--- config.mk ---
export PLATFORM = sky130hd
export DESIGN_NAME = rtc_counter_register_block
export DESIGN_NICKNAME = d
export VERILOG_FILES = /design/src/pkg/rtc_pkg.sv /design/src/rtl/rtc_counter_register_block.sv
export SDC_FILE = /design/constraint.sdc
export NUM_CORES = 1
export LEC_CHECK = 0
export BUFFER_PORTS_ARGS = -buffer_cell sky130_fd_sc_hd__buf_2
export CELL_PAD_IN_SITES_DETAIL_PLACEMENT = 0
export CELL_PAD_IN_SITES_GLOBAL_PLACEMENT = 1
export CORE_UTILIZATION = 35
export DETAILED_ROUTE_END_ITERATION = 8
export HOLD_SLACK_MARGIN = 0.02
export PLACE_DENSITY_LB_ADDON = 0.1
export SYNTH_ARGS = -nofsm -noshare
export SYNTH_HDL_FRONTEND = slang
export SYNTH_SLANG_ARGS = --single-unit
export TNS_END_PERCENT = 10
--- constraint.sdc ---
create_clock -name clk -period 7.55 [get_ports clk]
set_input_delay 0.3775 -clock clk [delete_from_list [all_inputs] [get_ports clk]]
set_output_delay 0.3775 -clock clk [all_outputs]
set_load 0.01 [all_outputs]
--- src/pkg/rtc_pkg.sv ---
/*
 Package of the real-time counter register block: register offsets, field
 positions, reset values, the bus request carrier and the state record.
 Assumes one bus clock; tick sources arrive as slow levels from outside.
*/
package rtc_pkg;

   // Register offsets on the byte-wide register port
   localparam logic [4:0] OFF_CONTROL_A = 5'h00;
   localparam logic [4:0] OFF_SYNC_STATUS = 5'h01;
   localparam logic [4:0] OFF_IRQ_ENABLE = 5'h02;
   localparam logic [4:0] OFF_IRQ_FLAGS = 5'h03;
   localparam logic [4:0] OFF_LATCH = 5'h04;
   localparam logic [4:0] OFF_DEBUG_CONTROL = 5'h05;
   localparam logic [4:0] OFF_TICK_SOURCE = 5'h07;
   localparam logic [4:0] OFF_COUNT_LO = 5'h08;
   localparam logic [4:0] OFF_COUNT_HI = 5'h09;
   localparam logic [4:0] OFF_TOP_LO = 5'h0a;
   localparam logic [4:0] OFF_TOP_HI = 5'h0b;
   localparam logic [4:0] OFF_MATCH_LO = 5'h0c;
   localparam logic [4:0] OFF_MATCH_HI = 5'h0d;

   // Field positions
   localparam int BIT_COUNTER_ENABLE = 0;
   localparam int BIT_DIV_LO = 3;
   localparam int BIT_STANDBY_KEEP_RUNNING = 7;
   localparam int BIT_WRAP_EVENT = 0;
   localparam int BIT_MATCH_VALUE = 1;
   localparam logic [7:0] CONTROL_A_WRITABLE = 8'hf9;
   localparam logic [7:0] IRQ_WRITABLE = 8'h03;

   // Index of each pending update, equal to its busy bit in sync_status
   localparam int PEND_CONTROL = 0;
   localparam int PEND_COUNT = 1;
   localparam int PEND_TOP = 2;
   localparam int PEND_MATCH = 3;

   // Reset values
   localparam logic [7:0] RESET_BYTE = 8'h00;
   localparam logic [15:0] RESET_COUNT = 16'h0000;
   localparam logic [15:0] RESET_TOP = 16'hffff;
   localparam logic [15:0] RESET_MATCH = 16'h0000;

   // Tick edges a written value waits before it acts on the counter
   localparam logic [1:0] SYNC_TICKS = 2'h2;

   // Tick source codes
   localparam logic [1:0] SRC_ULP_32K = 2'h0;
   localparam logic [1:0] SRC_ULP_1K = 2'h1;
   localparam logic [1:0] SRC_CRYSTAL = 2'h2;
   localparam logic [1:0] SRC_EXT_PIN = 2'h3;

   // One register-port request
   typedef struct packed {
      logic [4:0] addr;
      logic [7:0] wdata;
      logic wr;
      logic rd;
   } rtc_bus_req_s;

   // Whole state of the block
   typedef struct packed {
      logic [7:0] controlA;     // As written by software
      logic [7:0] controlTick;  // As seen by the counter
      logic [1:0] tickSource;
      logic haltKeepRunning;
      logic [1:0] irqEnable;
      logic [1:0] irqFlags;
      logic [7:0] latch;
      logic [15:0] countShadow;
      logic [15:0] topShadow;
      logic [15:0] matchShadow;
      logic [15:0] countValue;
      logic [15:0] wrapTopValue;
      logic [15:0] matchValue;
      logic [3:0][1:0] pend;
      logic [14:0] prescale;
      logic [3:0] syncA;
      logic [3:0] syncB;
      logic tickPrev;
      logic [7:0] rdata;
      logic irq;
      logic wrapEvent;
      logic matchEvent;
   } rtc_state_s;

endpackage

--- src/rtl/rtc_counter_register_block.sv ---
/*
 Real-time counter with byte-wide register port, tick source selection,
 prescaler, wrap and match flags, events and one interrupt request.
 Assumes tick source levels come from other clock domains and are slower
 than half the bus clock; standby and debug halt come from bus-clock logic.
*/
module rtc_counter_register_block (
   input wire logic clk,                         // Bus clock, 100 MHz
   input wire logic reset_n,                     // Asynchronous reset, active low
   input wire rtc_pkg::rtc_bus_req_s busReq,     // Register port request
   output logic [7:0] busRdata,                  // Read data, cycle after read
   input wire logic [3:0] tickSourcePins,        // ULP 32k, ULP 1k, crystal, external pin
   input wire logic standbySleep,                // Device is in standby sleep
   input wire logic debugHalt,                   // CPU halted in break debug mode
   output logic irqRequest,                      // Interrupt request level
   output logic wrapEventOut,                    // One-cycle wrap event
   output logic matchEventOut                    // One-cycle match event
);

   rtc_pkg::rtc_state_s s;
   rtc_pkg::rtc_state_s next_s;

   // Next-state logic of the whole block
   always_comb begin
      logic tickLevel;
      logic tickEdge;
      logic tick;
      logic run;
      logic step;
      logic [14:0] mask;
      logic [1:0] setFlags;
      logic [1:0] clrFlags;
      logic [15:0] stepped;
      tickLevel = 1'b0;
      tickEdge = 1'b0;
      tick = 1'b0;
      run = 1'b0;
      step = 1'b0;
      mask = 15'h0000;
      setFlags = 2'h0;
      clrFlags = 2'h0;
      stepped = 16'h0000;
      next_s = s;
      next_s.rdata = rtc_pkg::RESET_BYTE;
      next_s.wrapEvent = 1'b0;
      next_s.matchEvent = 1'b0;

      // Two flip-flops per source before any selection touches them
      next_s.syncA = tickSourcePins;
      next_s.syncB = s.syncA;
      tickLevel = s.syncB[s.tickSource];
      next_s.tickPrev = tickLevel;
      tickEdge = tickLevel & ~s.tickPrev;
      tick = tickEdge & ~(debugHalt & ~s.haltKeepRunning);

      // Counting path in tick terms
      run = s.controlTick[rtc_pkg::BIT_COUNTER_ENABLE]
         & ~(standbySleep & ~s.controlTick[rtc_pkg::BIT_STANDBY_KEEP_RUNNING]);
      mask = 15'((16'h0001 << s.controlTick[6:3]) - 16'h0001);
      if (!run) begin
         next_s.prescale = 15'h0000;
      end else if (tick) begin
         next_s.prescale = s.prescale + 15'h0001;
         step = (s.prescale & mask) == mask;
      end
      if (step) begin
         if (s.countValue == s.wrapTopValue) begin
            stepped = 16'h0000;
            setFlags[rtc_pkg::BIT_WRAP_EVENT] = 1'b1;
         end else begin
            stepped = s.countValue + 16'h0001;
         end
         next_s.countValue = stepped;
         setFlags[rtc_pkg::BIT_MATCH_VALUE] = (stepped == s.matchValue);
      end

      // Pending updates move one step per tick edge; halted ticks do not count
      for (int i = 0; i < 4; i++) begin
         if (tick && s.pend[i] != 2'h0) begin
            next_s.pend[i] = s.pend[i] - 2'h1;
            if (s.pend[i] == 2'h1) begin
               case (i)
                  rtc_pkg::PEND_CONTROL: next_s.controlTick = s.controlA;
                  rtc_pkg::PEND_COUNT: next_s.countValue = s.countShadow;
                  rtc_pkg::PEND_TOP: next_s.wrapTopValue = s.topShadow;
                  default: next_s.matchValue = s.matchShadow;
               endcase
            end
         end
      end

      // Register writes; a pending update restarts if rewritten early
      if (busReq.wr) begin
         if (busReq.addr == rtc_pkg::OFF_CONTROL_A) begin
            next_s.controlA = busReq.wdata & rtc_pkg::CONTROL_A_WRITABLE;
            next_s.pend[rtc_pkg::PEND_CONTROL] = rtc_pkg::SYNC_TICKS;
         end else if (busReq.addr == rtc_pkg::OFF_IRQ_ENABLE) begin
            next_s.irqEnable = busReq.wdata[1:0];
         end else if (busReq.addr == rtc_pkg::OFF_IRQ_FLAGS) begin
            clrFlags = busReq.wdata[1:0];
         end else if (busReq.addr == rtc_pkg::OFF_LATCH) begin
            next_s.latch = busReq.wdata;
         end else if (busReq.addr == rtc_pkg::OFF_DEBUG_CONTROL) begin
            next_s.haltKeepRunning = busReq.wdata[0];
         end else if (busReq.addr == rtc_pkg::OFF_TICK_SOURCE) begin
            next_s.tickSource = busReq.wdata[1:0];
         end else if (busReq.addr == rtc_pkg::OFF_COUNT_LO
            || busReq.addr == rtc_pkg::OFF_TOP_LO
            || busReq.addr == rtc_pkg::OFF_MATCH_LO) begin
            next_s.latch = busReq.wdata;
         end else if (busReq.addr == rtc_pkg::OFF_COUNT_HI) begin
            next_s.countShadow = {busReq.wdata, s.latch};
            next_s.pend[rtc_pkg::PEND_COUNT] = rtc_pkg::SYNC_TICKS;
         end else if (busReq.addr == rtc_pkg::OFF_TOP_HI) begin
            next_s.topShadow = {busReq.wdata, s.latch};
            next_s.pend[rtc_pkg::PEND_TOP] = rtc_pkg::SYNC_TICKS;
         end else if (busReq.addr == rtc_pkg::OFF_MATCH_HI) begin
            next_s.matchShadow = {busReq.wdata, s.latch};
            next_s.pend[rtc_pkg::PEND_MATCH] = rtc_pkg::SYNC_TICKS;
         end
      end

      // Register reads; unmapped offsets read zero
      if (busReq.rd) begin
         if (busReq.addr == rtc_pkg::OFF_CONTROL_A) begin
            next_s.rdata = s.controlA;
         end else if (busReq.addr == rtc_pkg::OFF_SYNC_STATUS) begin
            for (int i = 0; i < 4; i++) begin
               next_s.rdata[i] = s.pend[i] != 2'h0;
            end
         end else if (busReq.addr == rtc_pkg::OFF_IRQ_ENABLE) begin
            next_s.rdata = {6'h00, s.irqEnable};
         end else if (busReq.addr == rtc_pkg::OFF_IRQ_FLAGS) begin
            next_s.rdata = {6'h00, s.irqFlags};
         end else if (busReq.addr == rtc_pkg::OFF_LATCH) begin
            next_s.rdata = s.latch;
         end else if (busReq.addr == rtc_pkg::OFF_DEBUG_CONTROL) begin
            next_s.rdata = {7'h00, s.haltKeepRunning};
         end else if (busReq.addr == rtc_pkg::OFF_TICK_SOURCE) begin
            next_s.rdata = {6'h00, s.tickSource};
         end else if (busReq.addr == rtc_pkg::OFF_COUNT_LO) begin
            next_s.rdata = s.countValue[7:0];
            next_s.latch = s.countValue[15:8];
         end else if (busReq.addr == rtc_pkg::OFF_TOP_LO) begin
            next_s.rdata = s.topShadow[7:0];
            next_s.latch = s.topShadow[15:8];
         end else if (busReq.addr == rtc_pkg::OFF_MATCH_LO) begin
            next_s.rdata = s.matchShadow[7:0];
            next_s.latch = s.matchShadow[15:8];
         end else if (busReq.addr == rtc_pkg::OFF_COUNT_HI
            || busReq.addr == rtc_pkg::OFF_TOP_HI
            || busReq.addr == rtc_pkg::OFF_MATCH_HI) begin
            next_s.rdata = s.latch;
         end
      end

      // A hardware set in the clearing cycle wins, so no event is lost
      next_s.irqFlags = (s.irqFlags & ~clrFlags) | setFlags;
      next_s.wrapEvent = setFlags[rtc_pkg::BIT_WRAP_EVENT];
      next_s.matchEvent = setFlags[rtc_pkg::BIT_MATCH_VALUE];
      next_s.irq = |(next_s.irqFlags & next_s.irqEnable);
   end

   // State register
   always_ff @(posedge clk or negedge reset_n) begin
      if (!reset_n) begin
         s <= '0;
         s.countValue <= rtc_pkg::RESET_COUNT;
         s.countShadow <= rtc_pkg::RESET_COUNT;
         s.wrapTopValue <= rtc_pkg::RESET_TOP;
         s.topShadow <= rtc_pkg::RESET_TOP;
         s.matchValue <= rtc_pkg::RESET_MATCH;
         s.matchShadow <= rtc_pkg::RESET_MATCH;
      end else begin
         s <= next_s;
      end
   end

   // Outputs straight from the state register
   assign busRdata = s.rdata;
   assign irqRequest = s.irq;
   assign wrapEventOut = s.wrapEvent;
   assign matchEventOut = s.matchEvent;

endmodule

==> impl_metrics.tcl <==
set metrics [dict create \
    hold_viol_final 0 \
    synth-warning-count 0 \
    r2r_start "s[160]" \
    timing.rr.end "s[88]" \
    holdBufCountCts 0 \
    core_mm2 0.0246 \
    crit_family "simple AND/OR/NAND/NOR gates" \
    r2r_cells 12 \
    finalClockSkew_ns 0.0153 \
    grt_max_degree 99 \
    layout.area.seq_mm2 0.00419 \
    layout-drive-gt1-share 0.241 \
    final_antenna_net_count 0 \
    place_hpwl_um 18800 \
    cp.required_ns 7.89 \
    critPathLaunchType "flip-flop" \
    endpoint_kind "flip-flop" \
    ios 34 \
    io_buffers 33 \
    leakagePower_nw 4.21 \
    netlist_area_mm2 0.00886 \
    max_freq_ghz 0.265 \
    slew_viol_final 0 \
    track_usage 0.216 \
    cts_sinks 166 \
    ys_seq_area_frac 0.473 \
    drc 0 \
    n_fill_cell 2452 \
    cap_violations 0 \
    ff2ff_setup_slack_ns 3.77 \
    min_delay_path_depth 1 \
    wirelength_um 26700 \
    path_buf_inv 1 \
    period_minus_slack_ns 3.78 \
    crit_path_max_fanout 24 \
    setup_violations 0 \
    rsz0062_at_grt "false" \
    first_pass_iters 4 \
    first_iter_violations 375 \
    final_cells 1202 \
    path_clk_slew_ns 0.07 \
    grt_pass1_wl_um 42100 \
    routedWlPerCell_um 22.2 \
    postSynthAreaPerCell_um2 10.3 \
    relSlewSlack 0.278 \
    nNetsFinal 899 \
    insertion_delay_ns 0.43 \
    cp_slowest_cell "or4_1" \
    multi_input_area_mm2 0.00434 \
    tightestPinTransition_ns 1.08 \
    die_h_um 161 \
    netlist_instances 864 \
    p_per_area_mw_per_mm2 350 \
    diodes 0 \
    antenna_found_initial 0 \
    status "finished, final reports clean" \
    ys_async_sr_fraction 1.00 \
    dp_cells 1170 \
    synthesis.nets 898 \
    synth-main-ff-cell "dfrtp_1" \
    root_buffer "clkbuf_16" \
    vdd_drop_max_mv 0.152 \
    crit_path_max_incr_delay_ns 0.57 \
    row_count 57 \
    htreeDepth 4 \
    clockBufferDepth 2 \
    crit_chain "nor3_1, nand2b_1, ha_1, and2_1, o2111ai_1, a21o_1, o2111ai_1, or4_1, buf_4, nand2b_4, or4_1, a31oi_1" \
    grt_pass1_vias 6968 \
    gp_congestion 0.867 \
    vias_per_cell 5.56 \
    ys_ff_latch 166 \
    worstHoldEndpoint "next_s[13]" \
    cts_buffers 17 \
    die_w_um 161 \
    cp.arrival_ns 4.12 \
    setup_ws_ns 3.77 \
    hp-start "tickSourcePins[1]" \
    start_util 0.360 \
    post_cts_resized 0 \
    postCtsSetupRepairBufs 0 \
    vias 6688 \
    crit_type "reg -> reg" \
    pre_cts_ws_ns 3.81 \
    fin_crit_sh 0.500 \
    dieArea_mm2 0.0260 \
    cts_tree "done" \
    hp-class "in -> reg" \
    gr-total-overflow 0 \
    tns_ns 0 \
    synth_edf_count 0 \
    yosysUniqueCellTypes 63 \
    cp_num_cells 12 \
    area_growth_syn_to_layout_pct 11.1 \
]
==> stage by stage <==
stage	hold slack (ns)	util	power, mW	cell area [um^2]
6_report	0.0547	0.400	3.44	9850
5_1_grt	0.0364	0.400	3.68	9850
4_1_cts	0.0378	0.400	3.47	9850
3_5_place_dp	0.340	0.377	2.59	9280
3_3_place_gp	0.341	0.377	2.57	9280
2_1_floorplan	0.0819	-	2.22	8860
==> cell usage in the layout, fill, tap and decap left out, types with 5 or more instances in the layout <==
master | netlist | routed
dfrtp_1 | 134 | 134
mux2_2 | 94 | 94
nand2_1 | 71 | 71
nor2_1 | 66 | 66
o21ai_0 | 61 | 61
buf_2 | 3 | 32
dfstp_2 | 32 | 32
xor2_1 | 29 | 29
a21oi_1 | 25 | 25
mux2i_1 | 25 | 25
inv_1 | 24 | 24
nor3_1 | 22 | 21
xnor2_1 | 18 | 18
clkbuf_16 | 0 | 17
nand3_1 | 16 | 16
o211ai_1 | 13 | 13
nor2b_1 | 12 | 12
a31oi_1 | 12 | 12
nand2b_1 | 11 | 11
nand4_1 | 11 | 11
ha_1 | 11 | 11
buf_4 | 8 | 10
o21a_1 | 9 | 9
and2_1 | 8 | 8
or3_1 | 8 | 8
nand3b_1 | 7 | 7
or4_1 | 5 | 5
nor4_1 | 6 | 5
and3_1 | 5 | 5
a211o_1 | 5 | 5
a22oi_1 | 5 | 5
o31ai_1 | 5 | 5
==> cell type report <==
cell class / instances / share of cell area
inverter: 24 / 0.00915
multi-input combinational: 613 / 0.441
sequential: 166 / 0.426
clock inverter: 13 / 0.0140
timing repair buffer: 43 / 0.0250
tap: 324 / 0.0412
clock buffer: 19 / 0.0440
==> registers in the layout, summed over array words and instances, names as in the netlist <==
signal and cells:
s 151, busRdata 8, next_s 4, irqRequest 1, matchEventOut 1, wrapEventOut 1
==> worst max-delay path by stage <==
stage	startpoint	endpoint	slack [ns]
6_report	s[160]	s[88]	3.77
3_5_place_dp	s[160]	s[88]	3.81
2_1_floorplan	s[158]	s[88]	4.21
4_1_cts	s[160]	s[88]	3.79
5_1_grt	s[160]	s[88]	3.51
3_3_place_gp	s[160]	s[88]	3.91
==> cells by family (layout without fill, tap and decap cells) <==
family / after synthesis / after routing / share of synthesized area
simple gates: 264 / 264 / 0.151
compound gates: 170 / 170 / 0.122
xor+xnor: 47 / 47 / 0.0464
fa+ha+maj: 11 / 11 / 0.0155
flops: 166 / 166 / 0.473
buf+inv: 85 / 99 / 0.0398
mux: 121 / 121 / 0.153
==> worst reg2reg max path, stage by stage, from the launching register on <==
cell and delay [ns]:
dfrtp_1 0.50, nor3_1 0.43, nand2b_1 0.11, ha_1 0.31, and2_1 0.22, o2111ai_1 0.22
a21o_1 0.15, o2111ai_1 0.08, or4_1 0.57, buf_4 0.25, nand2b_4 0.20, or4_1 0.50
a31oi_1 0.17
==> cell usage after synthesis (22+ instances only) <==
| cell | number | area, um^2 |
|---|---|---|
| dfrtp_1 | 134 | 3350 |
| nand2_1 | 71 | 267 |
| inv_1 | 24 | 90.1 |
| clkbuf_1 | 46 | 173 |
| a21oi_1 | 25 | 125 |
| mux2i_1 | 25 | 250 |
| xor2_1 | 29 | 254 |
| o21ai_0 | 61 | 305 |
| nor3_1 | 22 | 110 |
| nor2_1 | 66 | 248 |
| dfstp_2 | 32 | 841 |
| mux2_2 | 94 | 1060 |
==> layer usage <==
metal,vias up,routed length (um),track usage
met5,-,0,0
met4,0,646,0.0759
met3,34,1150,0.0329
met2,169,12200,0.340
met1,3413,12700,0.302
li1,3072,-,-
==> where the power goes <==
group	switching (mW)	internal (mW)	leakage [nW]
logic	0.503	0.491	1.87
clock network	0.397	0.467	0.279
registers	0.396	1.19	2.06
total	1.30	2.15	4.21
Note: power is estimated with default switching activity, not from simulation.
